## src/design/afm_pkg.sv

```systemverilog
// constants for the all-frames mode tracker
// assumes one 125 MHz clock and an apb master for software
// Operation
// - first block info word never forwarded
// - address packet carries its vector word number
// - block info packets only when enabled
// - long address: word after vector is message
// - four phases at 6400, one at 1600
// - packets leave block by block, phase by phase
// - all-frames mode decodes every frame
// - end-of-frame status packet each frame in mode
// - mode entered by itself from counters
// - one fragment counter, sixteen address counters
// - vectors increment the matching counters
// - mode holds until counters zero, force clear
// - increments internal, decrements by host packet
// - counters cleared on reset and decoder off
// - fragment decrement bit lowers fragment counter
// - force bit enters all-frames mode
// - address decrement bits lower matching counters
// - address disabled when its counter is zero
// - command packet: id 03, flags, bits 15..0
package afm_pkg;

  // ****************************************
  // register map
  // ****************************************
  localparam logic [11:0] CTRL_OFS  = 12'h000;
  localparam logic [11:0] STAT_OFS  = 12'h004;
  localparam logic [11:0] TAEN_OFS  = 12'h008;
  localparam logic [11:0] TACNT_OFS = 12'h040;
  localparam logic [11:0] TACNT_END = 12'h07C;
  localparam int CTRL_ON_BIT   = 0;
  localparam int CTRL_BIE_BIT  = 1;
  localparam int CTRL_RATE_LSB = 2;
  localparam logic [3:0] CTRL_RST = 4'h0;

  // ****************************************
  // command packet layout
  // ****************************************
  localparam logic [7:0] CMD_ID   = 8'h03;
  localparam int CMD_BITS         = 32;
  localparam int CMD_DEC_FRAG_BIT = 23;
  localparam int CMD_FORCE_BIT    = 22;
  localparam int SYNC_STAGES      = 2;

  // ****************************************
  // counters
  // ****************************************
  localparam int NUM_TA = 16;
  localparam int CNT_W  = 7;
  localparam logic [CNT_W-1:0] CNT_MAX = 7'h7F;

  // ****************************************
  // codeword and packet codes
  // ****************************************
  typedef enum logic [1:0] {
    RATE_1600 = 2'h0,
    RATE_3200 = 2'h1,
    RATE_6400 = 2'h2
  } rate_t;

  typedef enum logic [2:0] {
    K_BIW1  = 3'h0,
    K_BIW   = 3'h1,
    K_ADDR  = 3'h2,
    K_LADDR = 3'h3,
    K_VECT  = 3'h4,
    K_MESS  = 3'h5
  } kind_t;

  typedef enum logic [2:0] {
    P_ADDR  = 3'h0,
    P_LADDR = 3'h1,
    P_VECT  = 3'h2,
    P_MESS  = 3'h3,
    P_BIW   = 3'h4,
    P_STAT  = 3'h5
  } ptype_t;

endpackage

```

## src/design/sat_counter.sv

```systemverilog
// saturating up/down counter for one tracking count
// assumes increment and decrement are single-cycle pulses
`timescale 1ns/10ps
module sat_counter
  import afm_pkg::*;
(
  input  wire logic             i_clk,
  input  wire logic             i_nrst,
  input  wire logic             i_clear,
  input  wire logic             i_inc,
  input  wire logic             i_dec,
  output logic [CNT_W-1:0]      o_count
);

  // ****************************************
  // count
  // ****************************************
  always_ff @(posedge i_clk or negedge i_nrst) begin
    if (!i_nrst) begin
      o_count <= '0;
    end else if (i_clear) begin
      o_count <= '0;
    end else begin
      unique case ({i_inc, i_dec})
        2'b10: if (o_count != CNT_MAX) o_count <= o_count + 7'h01;
        2'b01: if (o_count != '0) o_count <= o_count - 7'h01;
        default: o_count <= o_count;
      endcase
    end
  end

endmodule // sat_counter

```

## src/design/all_frames_mode_tracker.sv

```systemverilog
// packet ordering and all-frames mode tracking
// assumes an apb master, a deinterleaver that hands over
// codewords block by block and phase by phase, and a
// host command link sampled on the reference clock
//
// Chosen here: the register offsets and register access over APB.
`timescale 1ns/10ps
module all_frames_mode_tracker
  import afm_pkg::*;
(
  input  wire logic        I_REF_CLK,
  input  wire logic        I_NRST,
  input  wire logic        I_PSEL,
  input  wire logic        I_PENABLE,
  input  wire logic        I_PWRITE,
  input  wire logic [11:0] I_PADDR,
  input  wire logic [31:0] I_PWDATA,
  output logic      [31:0] O_PRDATA,
  output logic             O_PREADY,
  output logic             O_PSLVERR,
  input  wire logic        I_LINK_SCLK,
  input  wire logic        I_LINK_MOSI,
  input  wire logic        I_LINK_SEL_N,
  input  wire logic        I_CW_VALID,
  input  wire logic [2:0]  I_CW_KIND,
  input  wire logic [1:0]  I_CW_PHASE,
  input  wire logic [6:0]  I_CW_WORD,
  input  wire logic [6:0]  I_CW_VEC_WORD,
  input  wire logic [20:0] I_CW_DATA,
  input  wire logic        I_VEC_LONG,
  input  wire logic        I_VEC_TA_SET,
  input  wire logic [3:0]  I_VEC_TA_IDX,
  input  wire logic        I_VEC_FRAG,
  input  wire logic        I_FRAME_END,
  input  wire logic [6:0]  I_FRAME_NUM,
  input  wire logic        I_PROG_FRAME,
  output logic             O_PKT_VALID,
  output logic      [2:0]  O_PKT_TYPE,
  output logic      [1:0]  O_PKT_PHASE,
  output logic      [6:0]  O_PKT_WORD,
  output logic      [20:0] O_PKT_DATA,
  output logic             O_DECODE_FRAME,
  output logic             O_ALL_FRAMES_MODE,
  output logic      [15:0] O_TA_ENABLE
);

  // ****************************************
  // declarations
  // ****************************************
  logic [3:0]             ctrl;
  logic                   decoder_on;
  logic                   block_info_enable;
  logic [1:0]             rate;
  logic                   force_every_frame;
  logic [CNT_W-1:0]       frag_cnt;
  logic [CNT_W-1:0]       ta_cnt [NUM_TA];
  logic [NUM_TA-1:0]      ta_inc;
  logic [NUM_TA-1:0]      temp_address_decrement;
  logic                   fragment_counter_decrement;
  logic                   frag_inc;
  logic                   all_frames_mode;
  logic [SYNC_STAGES-1:0] sclk_s;
  logic [SYNC_STAGES-1:0] mosi_s;
  logic [SYNC_STAGES-1:0] sel_s;
  logic                   sclk_q;
  logic [CMD_BITS-1:0]    shift;
  logic [4:0]             bit_cnt;
  logic                   cmd_stb;
  logic                   cmd_ok;
  logic                   phase_ok;
  logic                   cw_take;
  logic [3:0]             long_next;
  logic                   eof_pend;
  logic                   apb_wr;
  logic                   tacnt_hit;
  logic [3:0]             tacnt_idx;
  logic                   mapped;

  assign decoder_on        = ctrl[CTRL_ON_BIT];
  assign block_info_enable = ctrl[CTRL_BIE_BIT];
  assign rate              = ctrl[CTRL_RATE_LSB+:2];

  // ****************************************
  // apb slave
  // ****************************************
  assign apb_wr    = I_PSEL & I_PENABLE & I_PWRITE;
  assign tacnt_hit = (I_PADDR >= TACNT_OFS) && (I_PADDR <= TACNT_END)
                     && (I_PADDR[1:0] == 2'h0);
  assign tacnt_idx = I_PADDR[5:2];
  assign mapped    = tacnt_hit || I_PADDR == CTRL_OFS
                     || I_PADDR == STAT_OFS || I_PADDR == TAEN_OFS;
  assign O_PREADY  = 1'b1;
  assign O_PSLVERR = I_PSEL & I_PENABLE & ~mapped;

  always_ff @(posedge I_REF_CLK or negedge I_NRST) begin
    if (!I_NRST) begin
      ctrl <= CTRL_RST;
    end else if (apb_wr && I_PADDR == CTRL_OFS) begin
      ctrl <= I_PWDATA[3:0];
    end
  end

  always_comb begin
    O_PRDATA = 32'h0000_0000;
    if (tacnt_hit) begin
      O_PRDATA = {25'h0, ta_cnt[tacnt_idx]};
    end else begin
      unique case (I_PADDR)
        CTRL_OFS: O_PRDATA = {28'h0, ctrl};
        STAT_OFS: O_PRDATA = {17'h0, frag_cnt, 6'h0,
                              force_every_frame, all_frames_mode};
        TAEN_OFS: O_PRDATA = {16'h0, O_TA_ENABLE};
        default:  O_PRDATA = 32'h0000_0000;
      endcase
    end
  end

  // ****************************************
  // host command link
  // ****************************************
  always_ff @(posedge I_REF_CLK or negedge I_NRST) begin
    if (!I_NRST) begin
      sclk_s <= '0;
      mosi_s <= '0;
      sel_s  <= '1;
      sclk_q <= 1'b0;
    end else begin
      sclk_s <= {sclk_s[0], I_LINK_SCLK};
      mosi_s <= {mosi_s[0], I_LINK_MOSI};
      sel_s  <= {sel_s[0], I_LINK_SEL_N};
      sclk_q <= sclk_s[1];
    end
  end

  // identifier byte first, msb first
  always_ff @(posedge I_REF_CLK or negedge I_NRST) begin
    if (!I_NRST) begin
      shift   <= '0;
      bit_cnt <= '0;
      cmd_stb <= 1'b0;
    end else begin
      cmd_stb <= 1'b0;
      if (sel_s[1]) begin
        bit_cnt <= '0;
      end else if (sclk_s[1] && !sclk_q) begin
        shift   <= {shift[CMD_BITS-2:0], mosi_s[1]};
        bit_cnt <= bit_cnt + 5'h01;
        cmd_stb <= (bit_cnt == 5'h1F);
      end
    end
  end

  assign cmd_ok = cmd_stb && shift[31:24] == CMD_ID;
  assign fragment_counter_decrement =
    cmd_ok & shift[CMD_DEC_FRAG_BIT];
  assign temp_address_decrement =
    cmd_ok ? shift[15:0] : 16'h0000;

  always_ff @(posedge I_REF_CLK or negedge I_NRST) begin
    if (!I_NRST) begin
      force_every_frame <= 1'b0;
    end else if (cmd_ok) begin
      force_every_frame <= shift[CMD_FORCE_BIT];
    end
  end

  // ****************************************
  // tracking counters
  // ****************************************
  assign frag_inc = cw_take && I_CW_KIND == K_VECT && I_VEC_FRAG;

  sat_counter u_frag (
    .i_clk   (I_REF_CLK),
    .i_nrst  (I_NRST),
    .i_clear (~decoder_on),
    .i_inc   (frag_inc),
    .i_dec   (fragment_counter_decrement),
    .o_count (frag_cnt)
  );

  generate
    for (genvar t = 0; t < NUM_TA; t++) begin : g_ta
      assign ta_inc[t] = cw_take && I_CW_KIND == K_VECT
                         && I_VEC_TA_SET
                         && I_VEC_TA_IDX == 4'(t);
      sat_counter u_ta (
        .i_clk   (I_REF_CLK),
        .i_nrst  (I_NRST),
        .i_clear (~decoder_on),
        .i_inc   (ta_inc[t]),
        .i_dec   (temp_address_decrement[t]),
        .o_count (ta_cnt[t])
      );
      assign O_TA_ENABLE[t] = ta_cnt[t] != '0;
    end
  endgenerate

  // ****************************************
  // mode
  // ****************************************
  assign all_frames_mode = force_every_frame || frag_cnt != '0
                           || O_TA_ENABLE != 16'h0000;
  assign O_ALL_FRAMES_MODE = all_frames_mode;
  assign O_DECODE_FRAME = decoder_on
                          && (all_frames_mode || I_PROG_FRAME);

  // ****************************************
  // packet ordering
  // ****************************************
  always_comb begin
    unique case (rate)
      RATE_6400: phase_ok = 1'b1;
      RATE_3200: phase_ok = I_CW_PHASE[0] == 1'b0;
      default:   phase_ok = I_CW_PHASE == 2'h0;
    endcase
  end

  assign cw_take = I_CW_VALID && phase_ok && decoder_on;

  always_ff @(posedge I_REF_CLK or negedge I_NRST) begin
    if (!I_NRST) begin
      long_next <= '0;
    end else if (I_FRAME_END || !decoder_on) begin
      long_next <= '0;
    end else if (cw_take) begin
      long_next[I_CW_PHASE] <= I_CW_KIND == K_VECT
                               && I_VEC_LONG;
    end
  end

  always_ff @(posedge I_REF_CLK or negedge I_NRST) begin
    if (!I_NRST) begin
      eof_pend <= 1'b0;
    end else if (I_FRAME_END && all_frames_mode) begin
      eof_pend <= 1'b1;
    end else if (!cw_take) begin
      eof_pend <= 1'b0;
    end
  end

  // packets leave in codeword arrival order
  always_ff @(posedge I_REF_CLK or negedge I_NRST) begin
    if (!I_NRST) begin
      O_PKT_VALID <= 1'b0;
      O_PKT_TYPE  <= 3'h0;
      O_PKT_PHASE <= 2'h0;
      O_PKT_WORD  <= 7'h00;
      O_PKT_DATA  <= 21'h00000;
    end else begin
      O_PKT_VALID <= 1'b0;
      O_PKT_PHASE <= I_CW_PHASE;
      O_PKT_WORD  <= I_CW_WORD;
      O_PKT_DATA  <= I_CW_DATA;
      if (cw_take) begin
        if (long_next[I_CW_PHASE]) begin
          O_PKT_VALID <= 1'b1;
          O_PKT_TYPE  <= P_MESS;
        end else begin
          unique case (I_CW_KIND)
            K_BIW1: O_PKT_VALID <= 1'b0;
            K_BIW: begin
              O_PKT_VALID <= block_info_enable;
              O_PKT_TYPE  <= P_BIW;
            end
            K_ADDR, K_LADDR: begin
              O_PKT_VALID <= 1'b1;
              O_PKT_TYPE  <= I_CW_KIND == K_ADDR ? P_ADDR : P_LADDR;
              O_PKT_WORD  <= I_CW_VEC_WORD;
            end
            K_VECT: begin
              O_PKT_VALID <= 1'b1;
              O_PKT_TYPE  <= P_VECT;
            end
            K_MESS: begin
              O_PKT_VALID <= 1'b1;
              O_PKT_TYPE  <= P_MESS;
            end
            default: O_PKT_VALID <= 1'b0;
          endcase
        end
      end else if (eof_pend) begin
        O_PKT_VALID <= 1'b1;
        O_PKT_TYPE  <= P_STAT;
        O_PKT_WORD  <= I_FRAME_NUM;
        O_PKT_DATA  <= 21'h00001;
      end
    end
  end
endmodule // all_frames_mode_tracker

```

## config.mk

```make
export PLATFORM = sky130hd
export DESIGN_NAME = all_frames_mode_tracker
export DESIGN_NICKNAME = d
export VERILOG_FILES = /design/src/design/afm_pkg.sv /design/src/design/sat_counter.sv /design/src/design/all_frames_mode_tracker.sv
export SDC_FILE = /design/constraint.sdc
export NUM_CORES = 1
export LEC_CHECK = 0
export BUFFER_PORTS_ARGS = -buffer_cell sky130_fd_sc_hd__buf_2
export CELL_PAD_IN_SITES_DETAIL_PLACEMENT = 1
export CELL_PAD_IN_SITES_GLOBAL_PLACEMENT = 1
export CORE_UTILIZATION = 49
export DETAILED_ROUTE_END_ITERATION = 10
export GPL_TIMING_DRIVEN = 0
export PLACE_DENSITY_LB_ADDON = 0.2
export SLEW_MARGIN = 40
export SYNTH_ARGS = -nofsm -noshare
export SYNTH_HDL_FRONTEND = slang
export SYNTH_SLANG_ARGS = --single-unit
```

## constraint.sdc

```tcl
create_clock -name I_REF_CLK -period 6 [get_ports I_REF_CLK]
set_input_delay 1.2 -clock I_REF_CLK [delete_from_list [all_inputs] [get_ports I_REF_CLK]]
set_output_delay 1.2 -clock I_REF_CLK [all_outputs]
set_load 0.01 [all_outputs]
```

==> run summary, run 1 <==
DRT
-------------------------------------------------------------------------
Total length of routed wires                                     51980 um
Number of nets with antenna violations after routing                    0
Per-cell via count in the routed design                             6.485
Total number of vias                                                13184
Number of design rule violations left after detail routing              0
Initial detailed-routing violation count                             1160
Per-cell routed wire length                                      25.57 um
Total iterations of the first detailed-routing run                      5

STA
-------------------------------------------------------------------------
Worst setup skew after layout                                    13.12 ps
Measured slew at the worst slew-check pin                        881.3 ps
Number of max-slew violations in the final report                       0
Final hold viol count                                                   0
Unrepaired setup endpoints after global routing                        no
Final worst-path cycle share                                       84.96%
Final Setup Violations                                                  0
Time the worst path needs with I/O delays and setup               5097 ps
Worst relative slew slack                                          40.93%
Post-layout worst setup margin                                   902.5 ps
Max Fclk                                                       0.1962 GHz

JOB
-------------------------------------------------------------------------
# Max-Cap Violations                                                    0

WORST SETUP PATH
-------------------------------------------------------------------------
Reg-to-reg setup timing slack                                     1870 ps
Cell type of the slowest stage on the worst timing path             or4_1
Cell-by-cell trace of the critical path                      nor3_1 -> nand2_1 -> or4_1 -> nor4_1 -> nand3_1 -> a221o_1 -> buf_2
Capture instance of the worst register-to-register path      g_ta[1].u_ta.o_count[6]$_DFFE_PN0P_
Endpoint type of the worst setup path                          output pin
CP max FO                                                               7
Critical path start-end classification                       register to output pin
Cells on worst reg2reg path                                            15
Required time at the endpoint of the critical path                4800 ps
CP arrival                                                        3900 ps
Category of the worst setup path launch point                    register
Startpoint of the most critical register-to-register path    ctrl[2]$_DFFE_PN0P_
Crit-path max cell delay                                           520 ps

CLOCK TREE
-------------------------------------------------------------------------
Clock Sink Count                                                      208
Clk pin slew, worst setup/hold paths                                60 ps
Number of buffers added for setup after CTS                             0
Worst-skew pair later-pin latency                                  550 ps
Post-CTS resize count                                                   0
Count of hold buffers inserted by post-cts repair                       0
Library cell used as clock root buffer                          clkbuf_16
H-tree depth reported by CTS                                            1
Number of buffers on the longest clock path                             3
Total CTS buffers                                                      25
Clock tree from TritonCTS                                             yes

GLOBAL ROUTING
-------------------------------------------------------------------------
Number of global-route vias before repair                           13529
Global-route track usage on met1                                   46.80%
Total routing resource utilization after global routing            36.59%
Gr ovfl total                                                           0
Global-route layer with the greatest usage                           met2
Met2 usage in global routing                                       60.98%
Global-route wire length before repair                           80530 um
GR Util met3                                                       5.228%
Largest net degree at the start of global routing                      63
Initial antenna violation count                                         2

HOLD PATH
-------------------------------------------------------------------------
Worst min-delay path startpoint                              sclk_s[0]$_DFF_PN0_
Hold EP                                                      sclk_s[1]$_DFF_PN0_
Number of cells on the worst hold path                                  0
Hold Crit Class                                              register to register

SYNTH
-------------------------------------------------------------------------
Yosys warning total                                                     0
Async set-reset flop share out of synthesis                        100.0%
Post-synthesis area per instance                                9.645 um2
Sequential share of the synthesized area                           37.34%
Synth Area in Adders                                               3.499%
Synth Area in Compound Gates                                       14.28%
Largest family of logic cells by synthesized area            simple AND/OR/NAND/NOR gates
Xor/xnor cell area share of the yosys netlist                      5.526%
Post-Syn Area                                                 0.01395 mm2
Proportion of synthesized area in mux cells                        11.74%
Post-synthesis simple-gate area fraction                           23.77%
Count of flip-flops with a built-in enable after synthesis              0
Cells after Synth                                                    1446
Number of synthesized register bits                                   208
Netlist cell types                                                     95
Main synth FF type                                                dfrtp_1

FINAL LAYOUT
-------------------------------------------------------------------------
Count of antenna diodes in the layout                                   0
Layout cell share with drive strength beyond 1                     22.36%
Footprint of the multi-input gates                           0.008292 mm2
Filler Cell Count                                                    3242
Layout Utilization                                                 58.26%
Layout-stage area growth over the synthesis result                 16.37%
Area taken by flip-flops and latches                         0.005207 mm2
Final net count                                                      1784

PLACEMENT
-------------------------------------------------------------------------
HPWL after DPL                                                   38450 um
Worst slack after detailed placement                              1096 ps
# port buffers                                                        145
Gp weighted congestion                                             0.9597

FLOORPLAN
-------------------------------------------------------------------------
Die Span X                                                       170.7 um
Area inside the core boundary                                 0.02786 mm2
Number of standard-cell rows in the floorplan                          61
Number of top-level pins                                              195
Y dimension of the die                                           170.7 um
Floorplan die area                                            0.02914 mm2
Starting utilization of the core area                              50.07%

PWR
-------------------------------------------------------------------------
Peak VDD IR                                                     0.1870 mV
Power per Cell Area                                          232.7 mW/mm2
Static power due to leakage                                   0.007312 uW

OUTCOME
-------------------------------------------------------------------------
Status                                                       finished, final reports clean

## metal layers
metal  part of all wire, %  wire length [um]  vias to the layer above
li1                      -                 -                     5706
met1                    40             20620                     6694
met2                    48             24780                      633
met3                   7.7              3999                      147
met4                   4.9              2550                        4
met5                 0.050                26                        -
## stage by stage
stage / power (uW) / area (um2) / instances / hold slack (ps) / TNS [ps]
detailed placement: 2075 / 15320 / 1987 / 336.5 / 0
finish: 3776 / 16230 / 2033 / 347.1 / 0
CTS: 3781 / 16220 / 2033 / 350.5 / 0
global placement: 2040 / 15200 / 1984 / 332.9 / -1018
global route: 3893 / 16230 / 2033 / 363.6 / 0
floorplan: 1875 / 14000 / 1461 / 331.2 / 0
## kinds of logic (layout without fill, tap and decap cells)
family | Yosys count | count (layout)
flip-flops | 208 | 208
AND/OR/NAND/NOR | 610 | 610
buffers and inverters | 114 | 308
XOR/XNOR | 88 | 88
other | 2 | 17
adder cells (fa/ha/maj) | 39 | 39
AO/OA/AOI/OAI | 270 | 270
multiplexers | 115 | 115
## report_power, final
part | internal [uW] | switching [uW]
combinational | 209 | 254
clock | 1040 | 667
sequential | 1490 | 123
total | 2730 | 1040
## Yosys cell counts (6+ instances only)
cell type  number  area [um2]
inv_1          30       112.6
and3_1         55       344.1
o22ai_1        12       75.07
a211oi_1       11       82.58
nor2b_1         8       50.05
o21ai_0        33       165.2
nor3_1         47       235.2
dfrtp_1       206        5155
nand2_1        88       330.3
o211ai_1        7       52.55
clkbuf_1       42       157.7
ha_1           39       488.0
nand2b_1       44       275.3
a31oi_1         8       50.05
nor4_1         28       175.2
xnor2_1        11       96.34
a22oi_1        36       270.3
mux4_2         34       765.7
nand3_1        42       210.2
a21oi_1        57       285.3
a31o_2         15       131.4
or3_1          10       62.56
a21o_1          6       45.04
buf_2          18       90.09
a32oi_1        12       105.1
buf_4          18       135.1
o21ba_2         7       70.07
nand4_1        25       156.4
o2111a_1        9       101.4
o21a_1         14       105.1
and4b_1         7       70.07
and2_1         39       244.0
nor2_1        162       608.1
nor4b_2         7       105.1
xor2_1         77       674.4
mux2i_1        44       440.4
mux2_2         36       405.4
## critical path: cells and delay by family, from the launching register on
kind	cells	cell delay, ps
AOI/OAI and AO/OA	1	470
and+or+nand+nor	5	2210
buffers and inverters	1	160
DFF	1	500
## worst max-delay path by stage
| stage | slack (ps) | end | from | cells past startpoint |
|---|---|---|---|---|
| final | 900 | O_PRDATA[0] | g_ta[0].u_ta.o_count[2]$_DFFE_PN0P_ | 7 |
| after global placement | -20 | g_ta[10].u_ta.o_count[2]$_DFFE_PN0P_ | I_NRST | 1 |
| after global routing | 920 | O_PRDATA[0] | g_ta[0].u_ta.o_count[4]$_DFFE_PN0P_ | 7 |
| after detailed placement | 1100 | O_PRDATA[0] | I_PADDR[2] | 7 |
| after floorplan | 1760 | O_PRDATA[0] | I_PADDR[2] | 6 |
| after CTS | 990 | O_PRDATA[0] | g_ta[0].u_ta.o_count[2]$_DFFE_PN0P_ | 7 |
## placed cells by master, fill, tap and decap left out, types with 8 or more instances in the layout
master       n
buf_2      162
xor2_1      77
a21oi_1     57
nor3_1      46
xnor2_1     11
a32oi_1     12
clkbuf_1    42
and2_1      39
a211oi_1    10
clkbuf_16   25
nand3_1     42
a31o_2      15
or3_1       10
nor2b_1      8
buf_4       18
o22ai_1     12
inv_1       30
a31oi_1      8
dfrtp_1    206
mux2_2      36
o21a_1      14
nor4_1      28
conb_1      17
mux4_2      34
ha_1        39
nand4_1     25
nand2_1     88
nand2b_1    44
o2111a_1     9
and3_1      55
a22oi_1     36
nor2_1     162
mux2i_1     44
o21ai_0     33
## sequential cells by signal, indices dropped and copies added, names as in the netlist
register           cells
g_ta.u_ta.o_count    112
shift                 32
O_PKT_DATA            21
O_PKT_WORD             7
u_frag.o_count         7
bit_cnt                5
ctrl                   4
long_next              4
O_PKT_TYPE             3
O_PKT_PHASE            2
mosi_s                 2
sclk_s                 2
sel_s                  2
O_PKT_VALID            1
cmd_stb                1
eof_pend               1
force_every_frame      1
sclk_q                 1
## layout make-up
class,instances,area share (%)
Buffer,82,2.536
Clock buffer,32,4.263
Clock inverter,14,1.334
Inverter,32,0.7401
Multi-Input combinational cell,1139,51.09
Sequential cell,208,32.08
Tap cell,378,2.914
Timing Repair Buffer,148,5.042
Power figures use the tool's default switching activity.
==> run 2, diff against run 1 <==
--- a/config.mk
+++ b/config.mk
@@ -8,7 +8,7 @@
 export BUFFER_PORTS_ARGS = -buffer_cell sky130_fd_sc_hd__buf_2
 export CELL_PAD_IN_SITES_DETAIL_PLACEMENT = 1
 export CELL_PAD_IN_SITES_GLOBAL_PLACEMENT = 1
-export CORE_UTILIZATION = 49
+export CORE_UTILIZATION = 41
 export DETAILED_ROUTE_END_ITERATION = 10
 export GPL_TIMING_DRIVEN = 0
 export PLACE_DENSITY_LB_ADDON = 0.2
==> constraint.sdc (replaced) <==
create_clock -name I_REF_CLK -period 4.2 [get_ports I_REF_CLK]
set_input_delay 0.84 -clock I_REF_CLK [delete_from_list [all_inputs] [get_ports I_REF_CLK]]
set_output_delay 0.84 -clock I_REF_CLK [all_outputs]
set_load 0.01 [all_outputs]
==> run 2 against run 1 <==
- clock-buffer cell count up 1
- register-to-register slack worse by 1600 ps
- clock skew up 7.9 ps
- non-clock buffer count up 1
- the run now ends with setup timing left
- critical endpoint unchanged
- critical path depth unchanged
- sequential share of layout area down 0.37 points
- flip-flop and latch count unchanged
- setup slack worse by 900 ps
- die area up 19%
==> run summary, run 2 (synthesis gave the netlist of run 1 again) <==
STA
-------------------------------------------------------------------------------------
Final hold viol count                                                               0   unchanged
Measured slew at the worst slew-check pin                                    879.0 ps   -2.250 ps
Final Setup Violations                                                              1   +1
Worst setup skew after layout                                                21.05 ps   +7.929 ps
Final sum of negative setup slack                                           -1.493 ps   -1.493 ps
Number of max-slew violations in the final report                                   0   unchanged
Final worst-path cycle share                                                   100.0%
Worst relative slew slack                                                      40.57%   -0.36 points
Max Fclk                                                                   0.2380 GHz
Time the worst path needs with I/O delays and setup                           4201 ps
Post-layout worst setup margin                                              -1.493 ps   -904.0 ps
Unrepaired setup endpoints after global routing                                   yes

PWR
-------------------------------------------------------------------------------------
Static power due to leakage                                               0.007347 uW   +0.49%
Post-layout total power                                                       5467 uW   +45%
Power per Cell Area                                                      332.9 mW/mm2   +43%
Peak VDD IR                                                                 0.2723 mV   +46%

FINAL LAYOUT
-------------------------------------------------------------------------------------
Footprint of the multi-input gates                                       0.008334 mm2   +0.51%
Layout-stage area growth over the synthesis result                             17.74%
Final net count                                                                  1786   +0.11%
Layout Utilization                                                             48.97%   -9.3 points
Count of antenna diodes in the layout                                               0   unchanged
Largest regs                                                             g_ta.u_ta.o_count (112), shift (32), O_PKT_DATA (21)
Largest register FFs                                                              112   unchanged
Leading cell types in the layout, fill and taps excluded                 dfrtp_1 (206), buf_2 (163), nor2_1 (161)
Area taken by flip-flops and latches                                     0.005207 mm2   unchanged
Non-Filler Cell Area, Final                                               0.01642 mm2   +1.2%
Most frequent standard cell in the layout excluding fill and tap cells        dfrtp_1
Filler Cell Count                                                                3889   +20%
Register ranked first by flip-flop count                                 g_ta.u_ta.o_count
Layout cell share with drive strength beyond 1                                 22.98%   +0.62 points
Non-filler instance count after layout                                           2106   +3.6%

WORST SETUP PATH
-------------------------------------------------------------------------------------
Required time at the endpoint of the critical path                            3360 ps   -1440 ps
CP max FO                                                                           7   unchanged
CP arrival                                                                    3360 ps   -540 ps
Category of the worst setup path launch point                                register
Endpoint type of the worst setup path                                      output pin
Critical path start-end classification                                   register to output pin

GLOBAL ROUTING
-------------------------------------------------------------------------------------
Largest net degree at the start of global routing                                  70   +11%
Gr ovfl total                                                                       0   unchanged
Global-route wire length before repair                                       77070 um   -4.3%
Initial antenna violation count                                                     0   -2
Total routing resource utilization after global routing                        28.52%   -8.1 points
Number of global-route vias before repair                                       12933   -4.4%

FLOORPLAN
-------------------------------------------------------------------------------------
Number of standard-cell rows in the floorplan                                      67   +9.8%
Area inside the core boundary                                             0.03353 mm2   +20%
Number of top-level pins                                                          195   unchanged
Floorplan die area                                                        0.03476 mm2   +19%
Die Span X                                                                   186.4 um   +9.2%
Starting utilization of the core area                                          41.59%   -8.5 points
Y dimension of the die                                                       186.4 um   +9.2%

DRT
-------------------------------------------------------------------------------------
Total length of routed wires                                                 49600 um   -4.6%
Per-cell routed wire length                                                  23.55 um   -7.9%
Initial detailed-routing violation count                                          881   -24%
Number of nets with antenna violations after routing                                0   unchanged
Total iterations of the first detailed-routing run                                  5   unchanged
Per-cell via count in the routed design                                         6.000   -7.5%
Total number of vias                                                            12636   -4.2%
Number of design rule violations left after detail routing                          0   unchanged

CLOCK TREE
-------------------------------------------------------------------------------------
Clock Sink Count                                                                  208   unchanged
Clock tree from TritonCTS                                                         yes
H-tree depth reported by CTS                                                        1   unchanged
Clk pin slew, worst setup/hold paths                                            60 ps   about the same
Total CTS buffers                                                                  26   +4.0%
Number of buffers on the longest clock path                                         3   unchanged
Worst-skew pair later-pin latency                                              550 ps   about the same
Library cell used as clock root buffer                                      clkbuf_16

OUTCOME
-------------------------------------------------------------------------------------
Failing checks                                                           setup timing
Status                                                                   complete, but fails checks

PLACEMENT
-------------------------------------------------------------------------------------
Area after detailed placement                                             0.01540 mm2   +0.55%
# port buffers                                                                    145   unchanged
Gp weighted congestion                                                         0.9086   -5.3%
HPWL after DPL                                                               37860 um   -1.5%
Count of placed standard cells including taps                                    2057   +3.5%

JOB
-------------------------------------------------------------------------------------
# Max-Cap Violations                                                                0   unchanged

HOLD PATH
-------------------------------------------------------------------------------------
Hold Crit Class                                                          primary input to asynchronous set/reset pin

run 2: cell count changes in the layout (fill, tap and decap cells not counted), moves of 2 or more:
cell and delta:
nor4_1 -2, clkinv_2 -2, nand3_1 -2, nor4_2 +2, clkbuf_16 +2, clkinvlp_4 +2
run 2: path summary, 6_finish.rpt:
check                                               startpoint                                   end  slack [ps]  cells past startpoint
hold / removal                                          I_NRST               O_PKT_WORD[0]$_DFF_PN0_         120                      1
max in group asynchronous                               I_NRST  g_ta[13].u_ta.o_count[2]$_DFFE_PN0P_        3410                      2
min in group I_REF_CLK                     sclk_s[0]$_DFF_PN0_                   sclk_s[1]$_DFF_PN0_         350                      0
setup / recovery           g_ta[0].u_ta.o_count[4]$_DFFE_PN0P_                           O_PRDATA[0]          -1                      7
setup reg to reg                           ctrl[2]$_DFFE_PN0P_  g_ta[11].u_ta.o_count[6]$_DFFE_PN0P_         300                     14
hold reg to reg                            sclk_s[0]$_DFF_PN0_                   sclk_s[1]$_DFF_PN0_         350                      0
run 2: area by class of cell:
cell class	count	area share, %
multi-input combinational	1139	50.75
sequential	208	31.71
timing repair buffer	149	5.029
clock buffer	33	4.496
tap	448	3.414
buffer	82	2.514
clock inverter	15	1.349
inverter	32	0.7315
run 2: through the flow:
step	hold slack (ps)	worst slack, ps
detailed placement	337.9	-141.6
floorplan	331.2	677.5
finish	115.6	-1.493
global route	119.3	-21.36
CTS	108.5	6.094
global placement	336.5	-1519
run 2: critical path, stage by stage (launching register included):
cell and delay, ps:
dfrtp_1 490, nor4_1 420, nand2_2 250, or4_1 470, nor4_2 310, nand3_2 250, a221o_1 440, buf_2 170
run 2: timing repair:
| action | 4_1_cts | 5_1_grt |
|---|---|---|
| pin swaps | 2 | 0 |
| endpoints found under the setup margin | 4 | 2 |
| resized for setup | 8 | 6 |
| hold buffers | 0 | 0 |
| setup buffers | 1 | 0 |
run 2: where the power goes:
part	total (uW)	leakage [uW]	internal [uW]	switching, uW
sequential	2300	0.00251	2120	175
combinational	649	0.00437	300	349
clock	2520	0.000465	1560	964
run 2: layer usage:
layer | track usage, % | part of all wire, %
met3 | 4.928 | 6.5
met5 | 0 | 0
met1 | 37.89 | 43
met2 | 45.94 | 46
met4 | 11.86 | 4.3
